==> config.mk <==
export PLATFORM = sky130hd
export DESIGN_NAME = media_debug_thread_counter
export DESIGN_NICKNAME = d
export VERILOG_FILES = /design/src/debug_counter_pkg.sv /design/src/tag_select.sv /design/src/media_debug_thread_counter.sv
export SDC_FILE = /design/constraint.sdc
export NUM_CORES = 1
export LEC_CHECK = 0
export BUFFER_PORTS_ARGS = -buffer_cell sky130_fd_sc_hd__buf_2
export CORE_MARGIN = 2
export CORE_UTILIZATION = 50
export CTS_BUF_LIST = sky130_fd_sc_hd__clkbuf_8
export DETAILED_ROUTE_END_ITERATION = 6
export PLACE_DENSITY = 0.92
export SYNTH_ARGS = -nofsm -noshare
export SYNTH_HDL_FRONTEND = slang
export SYNTH_SLANG_ARGS = --single-unit
export TNS_END_PERCENT = 5
==> constraint.sdc <==
create_clock -name clk_i -period 3.1 [get_ports clk_i]
set_clock_uncertainty 0.1 [all_clocks]
set_input_delay 0.93 -clock clk_i [delete_from_list [all_inputs] [get_ports clk_i]]
set_output_delay 0.93 -clock clk_i [all_outputs]
set_load 0.05 [all_outputs]
==> src/debug_counter_pkg.sv <==
`default_nettype none
package debug_counter_pkg;

    localparam int unsigned COUNT_W = 24;
    localparam logic [COUNT_W-1:0] COUNT_RESET = 24'h000000;
    localparam logic [COUNT_W-1:0] COUNT_ONE   = 24'h000001;

    // two-bit debug counter control setting
    typedef enum logic [1:0] {
        CTRL_FREE_RUN   = 2'h0,
        CTRL_FROZEN     = 2'h1,
        CTRL_INIT_ONCE  = 2'h2,
        CTRL_INIT_ALWAYS = 2'h3
    } counter_ctrl_t;

    // front-end operating mode
    typedef enum logic [2:0] {
        MODE_GENERIC                = 3'h0,
        MODE_INVERSE_SCAN           = 3'h1,
        MODE_VARIABLE_LENGTH_DECODE = 3'h2,
        MODE_H264_TRANSFORM         = 3'h3,
        MODE_H264_MOTION_COMP       = 3'h4,
        MODE_WMV9_TRANSFORM         = 3'h5
    } fe_mode_t;

endpackage
`default_nettype wire

==> src/tag_select.sv <==
`timescale 1ns/1ps
`default_nettype none
// picks the reload tag source: state tag for transform/motion modes, else command tag
module tag_select (
    // mode and tag sources
    input  wire logic [2:0]                                mode_i,
    input  wire logic [debug_counter_pkg::COUNT_W-1:0]     object_tag_i,
    input  wire logic [debug_counter_pkg::COUNT_W-1:0]     state_tag_i,
    // selection
    output logic                                           primitive_mode_o,
    output logic [debug_counter_pkg::COUNT_W-1:0]          tag_o
);

    always_comb begin
        primitive_mode_o = (mode_i == debug_counter_pkg::MODE_H264_TRANSFORM)
                        || (mode_i == debug_counter_pkg::MODE_H264_MOTION_COMP)
                        || (mode_i == debug_counter_pkg::MODE_WMV9_TRANSFORM);
        tag_o = primitive_mode_o ? state_tag_i : object_tag_i;
    end

endmodule
`default_nettype wire

==> src/media_debug_thread_counter.sv <==
// Summary of operation
// RL1: 24-bit counter advances per root thread delivered to the spawner.
// RL2: counter is zero after reset.
// RL3: free-run, generic/inverse-scan: keep value, add one per work item.
// RL4: free-run, decode mode: add one per generated macroblock thread.
// RL5: frozen setting: value never changes on commands.
// RL6: init-once, generic/inverse-scan: load first work item tag after state change.
// RL7: init-once, decode: load tag at first macroblock after state change.
// RL8: always-init, generic/inverse-scan: reload tag on every work item.
// RL9: software never selects always-init in decode mode.
// RL10: free-run in transform/motion modes: add one per primitive command.
// RL11: init-once transform/motion: load state command tag, then count primitives.
// RL12: software never selects always-init in transform/motion modes.
// RL13: counter is not saved or restored across context switches.
// RL14: increment from all ones wraps to zero.
`timescale 1ns/1ps
`default_nettype none
module media_debug_thread_counter (
    // clock and reset
    input  wire logic                                  clk_i,
    input  wire logic                                  reset_n_i,
    // front-end state
    input  wire logic [1:0]                            counter_ctrl_i,
    input  wire logic [2:0]                            fe_mode_i,
    input  wire logic                                  state_change_i,
    input  wire logic [debug_counter_pkg::COUNT_W-1:0] state_tag_i,
    // root thread delivered toward the thread spawner unit
    input  wire logic                                  root_thread_i,
    input  wire logic [debug_counter_pkg::COUNT_W-1:0] primitive_tag_value_i,
    // count out
    output logic [debug_counter_pkg::COUNT_W-1:0]      debug_count_o
);

    // what the next edge does to the count
    typedef enum logic [1:0] {
        ACT_HOLD,
        ACT_STEP,
        ACT_LOAD
    } count_action_t;

    // whether a state change still owes a tag load to the next work item
    typedef enum logic {
        INIT_IDLE,
        INIT_ARMED
    } init_state_t;

    // counter state
    logic [debug_counter_pkg::COUNT_W-1:0] count;
    logic [debug_counter_pkg::COUNT_W-1:0] next_count;
    init_state_t                           init_state;
    init_state_t                           next_init_state;

    // decoded controls and modes
    debug_counter_pkg::counter_ctrl_t      ctrl;
    logic                                  primitive_mode;
    logic                                  decode_mode;
    logic                                  item_mode;

    // datapath and actions
    logic [debug_counter_pkg::COUNT_W-1:0] reload_tag;
    logic [debug_counter_pkg::COUNT_W-1:0] count_plus_one;
    count_action_t                         action;
    logic                                  primitive_reload;
    logic                                  first_item_load;

    // generic and inverse-scan commands each carry one work item
    function automatic logic is_item_mode(input logic [2:0] mode);
        is_item_mode = (mode == debug_counter_pkg::MODE_GENERIC)
                    || (mode == debug_counter_pkg::MODE_INVERSE_SCAN);
    endfunction

    // in decode mode the threads are macroblocks made inside the front end
    function automatic logic is_decode_mode(input logic [2:0] mode);
        is_decode_mode = (mode == debug_counter_pkg::MODE_VARIABLE_LENGTH_DECODE);
    endfunction

    // reload source follows the mode: state tag for primitives, command tag otherwise
    tag_select u_tag_select (
        .mode_i           (fe_mode_i),
        .object_tag_i     (primitive_tag_value_i),
        .state_tag_i      (state_tag_i),
        .primitive_mode_o (primitive_mode),
        .tag_o            (reload_tag)
    );

    // plain level inputs, decoded once for every process below
    assign ctrl        = debug_counter_pkg::counter_ctrl_t'(counter_ctrl_i);
    assign item_mode   = is_item_mode(fe_mode_i);
    assign decode_mode = is_decode_mode(fe_mode_i);

    // RL13: no save/restore
    // no port carries the value out on a context switch, so it serves one context
    always_comb begin
        action = ACT_HOLD;
        case (ctrl)
            debug_counter_pkg::CTRL_FREE_RUN: begin
                if (!root_thread_i) begin
                    action = ACT_HOLD;
                end else if (primitive_mode) begin
                    // RL10: one per primitive
                    action = ACT_STEP;
                end else if (decode_mode) begin
                    // RL4: one per macroblock
                    action = ACT_STEP;
                end else begin
                    // RL3: one per item
                    action = ACT_STEP;
                end
            end
            debug_counter_pkg::CTRL_FROZEN: begin
                // RL5: hold value
                action = ACT_HOLD;
            end
            debug_counter_pkg::CTRL_INIT_ONCE: begin
                if (primitive_mode) begin
                    if (state_change_i) begin
                        // RL11: load state tag
                        action = ACT_LOAD;
                    end else if (root_thread_i) begin
                        // RL11: then count primitives
                        action = ACT_STEP;
                    end
                end else if (root_thread_i) begin
                    if (init_state == INIT_ARMED) begin
                        // RL6: first item loads
                        // RL7: first macroblock loads
                        action = ACT_LOAD;
                    end else begin
                        action = ACT_STEP;
                    end
                end
            end
            default: begin
                if (!root_thread_i) begin
                    action = ACT_HOLD;
                end else if (item_mode) begin
                    // RL8: reload every item
                    action = ACT_LOAD;
                end else begin
                    // RL9: decode reserved
                    // RL12: transform reserved
                    // reserved setting still reloads, so software misuse stays predictable
                    action = ACT_LOAD;
                end
            end
        endcase
    end

    // RL14: wrap at all ones
    // the carry out of the top bit is dropped on purpose
    assign count_plus_one = count + debug_counter_pkg::COUNT_ONE;

    always_comb begin
        next_count = count;
        case (action)
            ACT_STEP: begin
                // RL1: advance per root
                next_count = count_plus_one;
            end
            ACT_LOAD: begin
                next_count = reload_tag;
            end
            default: begin
                next_count = count;
            end
        endcase
    end

    always_ff @(posedge clk_i or negedge reset_n_i) begin
        if (!reset_n_i) begin
            // RL2: zero at reset
            count <= debug_counter_pkg::COUNT_RESET;
        end else begin
            count <= next_count;
        end
    end

    // the state tag loads at the state change itself, so nothing is owed afterwards
    assign primitive_reload = (ctrl == debug_counter_pkg::CTRL_INIT_ONCE)
                           && primitive_mode
                           && state_change_i;
    assign first_item_load  = (ctrl == debug_counter_pkg::CTRL_INIT_ONCE)
                           && !primitive_mode
                           && (action == ACT_LOAD);

    always_comb begin
        next_init_state = init_state;
        case (init_state)
            INIT_IDLE: begin
                if (state_change_i && !primitive_reload) begin
                    next_init_state = INIT_ARMED;
                end
            end
            INIT_ARMED: begin
                // a first item that meets a new state change stays owed a load
                if (primitive_reload) begin
                    next_init_state = INIT_IDLE;
                end else if (first_item_load && !state_change_i) begin
                    next_init_state = INIT_IDLE;
                end
            end
            default: begin
                next_init_state = INIT_IDLE;
            end
        endcase
    end

    // a reset leaves nothing owed: no load until the next state change
    always_ff @(posedge clk_i or negedge reset_n_i) begin
        if (!reset_n_i) begin
            init_state <= INIT_IDLE;
        end else begin
            init_state <= next_init_state;
        end
    end

    assign debug_count_o = count;

endmodule
`default_nettype wire

; ---- Word level (Yosys, flattened, before mapping)
; Index checks and enable logic that the tools add are counted.
[totals]
regBits = 25
out_inout_bits = 24
elab_cells = 37
inputBits = 57
[op_classes]
n_eq_ne = 7
reduce_logical = 13
muxes = 13
addsub = 1
bitwise = 1
[ops]
columns = cell, count
row1 = case mux 24 bit (2 select lines), 1
row2 = "adder 24 x 1 -> 24 bit, second input constant", 1
row3 = 2-to-1 mux 24 bit, 1
row4 = 2-to-1 mux 2 bit, 5
row5 = "equality test 3 bit, second input constant", 2
row6 = logical AND 1 bit, 6
row7 = case mux 2 bit (3 select lines), 1
row8 = "equality test 2 x 1 -> 1 bit, second input constant", 2
row9 = "equality test 2 bit, second input constant", 2
row10 = 2-to-1 mux 1 bit, 4
row11 = "equality test 3 x 2 -> 1 bit, second input constant", 1
row12 = logical NOT 1 bit, 3
row13 = logical NOT 2 bit, 1
row14 = logical OR 1 bit, 2
row15 = case mux 1 bit (2 select lines), 1
row16 = nonzero test 2 bit, 1
row17 = inverter 1 bit, 1

; ---- Longest topological paths before layout
; Gate-level depths: netlist of the first run.
[depth]
word_depth = 11
mapped_depth = 13
ltp_nobuf = 11

; ---- Modules after synthesis
; A second synthesis of the first run with hierarchy kept.
[hier_totals]
cells_unflattened = 223
area_unflattened_um2 = 2034.5
[modules_own_cells]
columns = mod, seq_area_each_um2, n_inst, cells_each, area_each_um2
row1 = media_debug_thread_counter, 625.6, 1, 194, 1695.4
row2 = tag_select, 0.0, 1, 29, 339.1

; ---- Least setup slack after synthesis of the first run
; Ideal clock, no wire load.
[synth_path]
path_kind = input -> register
from = input fe_mode_i[0]
to = register count, in the netlist debug_count_o[23]
cell_stages = 12
t_arrival_ns = 3.075
required_ns = 2.862
slack_ns = -0.214
cell_sequence = nor2b_1 -> mux2i_1 -> buf_2 -> mux2_2 -> nand2_1 -> nand3b_1 -> ha_1 -> clkbuf_1 -> buf_1 -> nor3_1 -> mux2i_1 -> o211ai_1
[synth_via]
elab_chain_len = 7
word_cells_on_any_way = 12
[synth_lines]
columns = element, line_no
row1 = start: declaration, media_debug_thread_counter.sv:24  ; input wire logic [2:0] fe_mode_i,
row2 = equality test 3 x 2 -> 1 bit or equality test 3 bit (tied branches), "tag_select.sv:15, tag_select.sv:16"
row3 = logical OR 1 bit, tag_select.sv:16  ; || (mode_i == debug_counter_pkg::MODE_H264_MOTION_COMP)
row4 = logical OR 1 bit *, tag_select.sv:17  ; || (mode_i == debug_counter_pkg::MODE_WMV9_TRANSFORM);
row5 = 2-to-1 mux 2 bit, media_debug_thread_counter.sv:115  ; if (primitive_mode) begin
row6 = case mux 2 bit (3 select lines), media_debug_thread_counter.sv:95  ; case (ctrl)
row7 = equality test 2 bit or equality test 2 x 1 -> 1 bit (tied branches), media_debug_thread_counter.sv:155  ; case (action)
row8 = case mux 24 bit (2 select lines) or nonzero test 2 bit (tied branches), n/a
row9 = end signal: assignment, media_debug_thread_counter.sv:172  ; count <= debug_counter_pkg::COUNT_RESET;
row10 = end signal: assignment, media_debug_thread_counter.sv:174  ; count <= next_count;
row11 = end: declaration, media_debug_thread_counter.sv:48  ; logic [debug_counter_pkg::COUNT_W-1:0] count;
; Mark *: on every way between the ends. The rest lies on a longest branch, timed or not.
; A chain may end at the register's enable or synchronous reset.

; ---- Final worst setup path of the first run
[layout_path]
from = input fe_mode_i[2]
to = register count, in the netlist debug_count_o[6]
; Same word-level chain as after synthesis.

==> results of run 1 <==
[Yosys cell counts, types with 3 or more instances]
cell type and instances:
o22ai_1 14, nor2_1 12, nand2_1 19, nand4_1 4
nand3_1 13, mux2i_1 20, nor3_1 7, dfrtp_1 25
nor2b_1 6, mux2_2 13, buf_2 4, clkbuf_1 6
o21ai_0 5, inv_1 4, a31oi_1 4, a21oi_1 23
o211ai_1 3, nand4_4 3
[layer usage]
metal  share of wire, %  global-route usage [%]
met5                  0                       0
met4                1.2                    6.63
met3                7.7                    2.70
met2                 50                    43.3
met1                 41                    30.2
[power by group through the flow]
| stage | Sequential [uW] | Clock [uW] | Combinational [uW] |
|---|---|---|---|
| after floorplan | 601 | 0 | 233 |
| after global placement | 463 | 0 | 520 |
| after detailed placement | 468 | 0 | 532 |
| after CTS | 461 | 194 | 538 |
| after global routing | 475 | 209 | 576 |
| final | 464 | 192 | 537 |
[cell families (layout without fill, tap and decap cells)]
family / count (synthesis) / after routing
and+or+nand+nor: 80 / 80
AOI/OAI and AO/OA: 61 / 61
muxes: 34 / 34
DFF: 25 / 25
buffers and inverters: 19 / 102
adders and majority gates: 2 / 2
[registers in the layout, summed over array words and instances (netlist names)]
register and count:
init_state 1, debug_count_o 24
[per-stage QoR]
step	area, sq um	setup slack (ns)	utilization [%]
detailed placement	2500	-0.107	67.3
global placement	2500	-0.0267	67.3
floorplan	1980	-0.0363	-
global route	2550	0.0436	68.6
finish	2550	0.181	68.6
CTS	2550	0.170	68.6
[how the worst min path moves through the flow]
stage	startpoint	endpoint	slack [ns]	depth (start not counted)
finish	debug_count_o[23]	debug_count_o[23]	0.46	2
global route	debug_count_o[23]	debug_count_o[23]	0.48	2
CTS	debug_count_o[23]	debug_count_o[23]	0.46	2
detailed placement	debug_count_o[23]	debug_count_o[23]	0.44	2
global placement	debug_count_o[23]	debug_count_o[23]	0.42	2
floorplan	init_state	init_state	0.42	2
[critical path, stage by stage]
cell	delay [ns]
buf_2	0.12
nor2b_1	0.19
mux2i_4	0.11
buf_4	0.15
a21o_1	0.16
a21oi_1	0.13
nor2b_1	0.06
ha_1	0.34
clkinv_1	0.18
buf_12	0.20
nand2_1	0.06
mux2i_1	0.07
a221oi_1	0.28
[cell usage in the layout (no fill, tap or decap), types with 4 or more instances in the layout]
cell type	count
dfrtp_1	25
o21ai_0	5
a31oi_1	4
nor3_1	7
buf_2	80
nor2_1	12
mux2_2	13
o22ai_1	14
nand3_1	13
nor2b_1	6
inv_1	5
nand4_1	4
a21oi_1	23
buf_4	10
mux2i_1	19
nand2_1	18
[layout make-up]
type / count / area [sq um]
clock buffer: 3 / 41.3
clock inverter: 1 / 3.75
fill: 304 / 1170
inverter: 6 / 22.5
multi-input combinational: 177 / 1280
sequential: 25 / 626
tap: 48 / 60.1
timing repair buffer: 92 / 515
==> impl_metrics.csv, run 1 <==
group,metric,value,unit
synth,yosysSeqAreaShare,31.8,%
floorplan,core_area,3720,sq um
power_and_ir_drop,clock_power_share,16.1,%
synth,synth_mux_area_share,18.4,%
route,drt_wl_total,5.23,mm
synth,synth_top_family_by_area,"simple AND/OR/NAND/NOR gates",
synth,ys.flop_type,"dfrtp_1",
power_and_ir_drop,pwr-share-seq,38.9,%
synth,synth.cell_area,1970,sq um
global_route,grt_pass1_wl,8.34,mm
synth,synth_top_cell_area_share,31.8,%
global_route,antenna_found_initial,0,
worst_setup_path,worstSetupPathType,"in2reg",
run,maxCapViolations,0,
synth,ys_top_cells_by_area,"dfrtp_1 (32%), mux2i_1 (10%), mux2_2 (7.4%)",
synth,yosys.area_share.adder,1.27,%
worst_setup_path,reg2reg_slack,0.93,ns
clocking,path_clk_slew,0.09,ns
timing,slew_headroom,63.0,%
synth,avgSynthCellArea,8.91,sq um
floorplan,rows,22,
floorplan,die_x,66.8,um
power_and_ir_drop,power_frac_comb,45.0,%
power_and_ir_drop,powerDensity,468,nW/um^2
placement,dpl.hpwl,3.95,mm
synth,synthArstFlopShare,100,%
synth,synth_compound_area_share,19.5,%
clocking,cts_buffer_depth,2,
power_and_ir_drop,fin_total_pwr,1190,uW
floorplan,ios,81,
clocking,cts_setup_buffers,0,
clocking,cts_resized,0,
placement,place_inst,348,
worst_setup_path,cp.required,3.16,ns
global_route,grt-ovfl-total,0,
worst_setup_path,arrival,2.98,ns
power_and_ir_drop,p_sw_share,45.0,%
placement,gp_congestion,0.857,
worst_setup_path,endpoint,"debug_count_o[6]",
clocking,cts_hold_buf,0,
synth,ys_types,44,
clocking,cts_buffers,3,
floorplan,die_area,4460,sq um
route,drtIter0Drc,100,
floorplan,die_h,66.8,um
timing,fin_crit_sh,94.2,%
power_and_ir_drop,power.internal,656,uW
clocking,clock-sinks,25,
synth,synth_edf_count,0,
placement,port_buffers,80,
timing,fmax,0.343,GHz
timing,whs,0.455,ns
clocking,tritoncts,"done",
synth,syn_nets,280,
synth,synth_top_area_cell,"dfrtp_1",
worst_setup_path,r2r.worst_path.cells,9,
worst_setup_path,endpoint_kind,"register",
clocking,root_buffer,"clkbuf_8",
clocking,h-tree-depth,1,
final_layout,drive_gt1_share,40.5,%
route,vias,2113,
route,drc,0,
final_layout,syn_to_final_growth,29.4,%
synth,yosysWarnings,0,
power_and_ir_drop,net-switching-power,537,uW
final_layout,n_antenna_cell,0,
route,first_pass_iters,4,
timing,rsz0062_at_grt,"false",
timing,hold_violations,0,
clocking,clock_latency,0.27,ns
worst_setup_path,crit_start,"fe_mode_i[2]",
timing,setup_viol,0,
synth,synth_xor_area_share,0,%
global_route,grt_max_degree,26,
global_route,grt_pass1_vias,1909,
worst_setup_path,critPathMaxFanout,14,
worst_setup_path,startpoint_type,"input pin",
timing,min_period,2.92,ns
power_and_ir_drop,leakagePower,0.00123,uW
floorplan,start_util,53.0,%
final_layout,fin_cells,352,
timing,finalMaxSlewViolations,0,
synth,synth_seq_cells,25,
worst_setup_path,timing.rr.end,"debug_count_o[6]",
route,avgRoutedWirePerCell,14.8,um
final_layout,final_nets,364,
power_and_ir_drop,vdd_drop_max,0.216,mV
synth,synth_cells,221,
route,avgViaCountPerCell,6.00,
route,ant_nets,0,
synth,synth-simple-area-share,25.0,%
timing,worst_slew_pin_slew,0.555,ns
worst_setup_path,worstReg2RegStart,"init_state",
global_route,grtUsageTotal,24.0,%
timing,finalSetupTns,0,ns
min_path,min_path_type,"reg2reg",
run_status,status,"finished, final reports clean",
Power figures use the tool's default switching activity.
==> run 2, diff against run 1 <==
--- a/config.mk
+++ b/config.mk
@@ -7,10 +7,10 @@
 export LEC_CHECK = 0
 export BUFFER_PORTS_ARGS = -buffer_cell sky130_fd_sc_hd__buf_2
 export CORE_MARGIN = 2
-export CORE_UTILIZATION = 50
+export CORE_UTILIZATION = 35
 export CTS_BUF_LIST = sky130_fd_sc_hd__clkbuf_8
 export DETAILED_ROUTE_END_ITERATION = 6
-export PLACE_DENSITY = 0.92
+export PLACE_DENSITY = 0.7
 export SYNTH_ARGS = -nofsm -noshare
 export SYNTH_HDL_FRONTEND = slang
 export SYNTH_SLANG_ARGS = --single-unit
==> impl_metrics.csv, run 2 (synthesized netlist as in run 1, its figures left out) <==
group,metric,value,unit
run_status,status,"finished, final reports clean",
timing,finalMaxSlewViolations,0,
final_layout,drive_gt1_share,41.6,%
placement,place_inst,378,
worst_setup_path,timing.rr.end,"debug_count_o[10]",
min_path,min_path_type,"reg2reg",
clocking,tritoncts,"done",
clocking,root_buffer,"clkbuf_8",
final_layout,nFillCells,551,
worst_setup_path,cp_slowest_cell,"mux2_2",
worst_setup_path,critPathMaxStageDelay,0.35,ns
timing,fmax,0.340,GHz
route,avgViaCountPerCell,5.38,
timing,fin_crit_sh,94.8,%
route,first_pass_iters,5,
worst_setup_path,path_buf_inv,2,
worst_setup_path,startpoint_type,"input pin",
route,ant_nets,0,
route,drtIter0Drc,127,
placement,placed_cell_area,2560,sq um
global_route,grt_pass1_wl,9.00,mm
power_and_ir_drop,p_sw_share,44.8,%
clocking,cts_hold_buf,0,
power_and_ir_drop,power.internal,657,uW
worst_setup_path,critPathMaxFanout,9,
worst_setup_path,arrival,2.99,ns
clocking,h-tree-depth,1,
floorplan,rows,27,
final_layout,fin_cells,382,
clocking,cts_setup_buffers,0,
timing,min_period,2.94,ns
worst_setup_path,cp_num_cells,12,
min_path,hold_start,"debug_count_o[1]",
placement,gp_congestion,0.861,
global_route,grtUsageTotal,17.8,%
global_route,antenna_found_initial,0,
clocking,cts_resized,0,
timing,fin_ws,0.160,ns
power_and_ir_drop,vdd_drop_max,0.169,mV
final_layout,final_common_cell,"buf_2",
power_and_ir_drop,pwr-share-seq,38.7,%
power_and_ir_drop,clock_power_share,16.4,%
clocking,path_clk_slew,0.09,ns
final_layout,n_antenna_cell,0,
clocking,clock_latency,0.27,ns
route,avgRoutedWirePerCell,14.1,um
final_layout,fin_area,2610,sq um
min_path,min_to,"debug_count_o[1]",
timing,whs,0.470,ns
placement,dpl.hpwl,4.23,mm
floorplan,ios,81,
floorplan,start_util,36.0,%
timing,hold_violations,0,
worst_setup_path,reg2reg_slack,0.91,ns
timing,setup_viol,0,
final_layout,final_nets,370,
power_and_ir_drop,net-switching-power,533,uW
worst_setup_path,r2r.worst_path.cells,9,
final_layout,final_cell_mix,"buf_2 (80), dfrtp_1 (25), a21oi_1 (23)",
power_and_ir_drop,leakagePower,0.00125,uW
timing,slew_headroom,60.5,%
timing,rsz0062_at_grt,"false",
power_and_ir_drop,power_frac_comb,44.8,%
clocking,clock-sinks,25,
min_path,min_path_cells,1,
global_route,grt_pass1_vias,2002,
clocking,cts_buffers,3,
route,drt_wl_total,5.39,mm
run,maxCapViolations,0,
final_layout,syn_to_final_growth,32.5,%
route,drc,0,
floorplan,core_area,5470,sq um
worst_setup_path,worstSetupPathType,"in2reg",
placement,dp_worst_setup_slack,-0.112,ns
worst_setup_path,worstReg2RegStart,"init_state",
worst_setup_path,cp.required,3.15,ns
worst_setup_path,endpoint_kind,"register",
global_route,grt_max_degree,26,
clocking,cts_buffer_depth,2,
power_and_ir_drop,powerDensity,456,nW/um^2
global_route,grt-ovfl-total,0,
worst_setup_path,path_delay_family,"simple AND/OR/NAND/NOR gates",
floorplan,die_h,79.0,um
worst_setup_path,worstPathCellList,"buf_2, nor2b_1, mux2i_4, mux2_2, nand2_1, nand3b_1, ha_1, buf_4, nor3_1, nand4_1, a21oi_1, a221oi_1",
placement,port_buffers,80,
route,vias,2056,
floorplan,die_area,6240,sq um
final_layout,largest_register_ffs,24,
timing,worst_slew_pin_slew,0.593,ns
floorplan,die_x,79.0,um
final_layout,utilization,47.7,%
## run 2: worst max-delay path by stage
stage / slack (ns) / to / from
floorplan: -0.04 / debug_count_o[10] / fe_mode_i[0]
global placement: -0.005 / debug_count_o[10] / fe_mode_i[0]
detailed placement: -0.11 / debug_count_o[10] / fe_mode_i[0]
CTS: 0.18 / debug_count_o[10] / fe_mode_i[0]
global route: 0.09 / debug_count_o[10] / fe_mode_i[2]
finish: 0.16 / debug_count_o[10] / fe_mode_i[0]
## run 2: layout make-up
type	instances	area, sq um	area share (%)
clock buffers	3	41.3	1.58
inverters	6	22.5	0.863
flip-flops and latches	25	626	24.0
well taps	72	90.1	3.45
clock inverters	1	3.75	0.144
repair buffers	98	548	21.0
multi-input cells	177	1280	49.0
## run 2: metal layers
metal	vias to the layer above	routed length (um)	share of wire, %	track usage [%]
li1	1015	-	-	-
met3	4	308	5.7	2.39
met4	0	25	0.46	4.31
met1	970	2440	45	24.0
met2	67	2610	48	30.1
met5	-	0	0	0
## run 2: power groups by stage
| stage | logic [uW] | clock network (uW) | registers, uW |
|---|---|---|---|
| CTS | 539 | 202 | 460 |
| detailed placement | 538 | 0 | 466 |
| global route | 581 | 220 | 472 |
| finish | 534 | 195 | 461 |
| floorplan | 233 | 0 | 601 |
| global placement | 528 | 0 | 464 |
## run 2: per-stage QoR
stage	setup TNS [ns]	total power, uW
floorplan	-0.0527	834
global placement	-0.00454	992
detailed placement	-0.136	1000
CTS	0	1200
global route	0	1270
finish	0	1190
## run 2: worst register-to-register path: stages, from the launching register on
cell	delay [ns]
dfrtp_1	0.40
mux2_2	0.26
nand2_1	0.06
nand3b_1	0.08
ha_1	0.34
buf_4	0.18
nor3_1	0.27
nand4_1	0.13
a21oi_1	0.18
a221oi_1	0.07
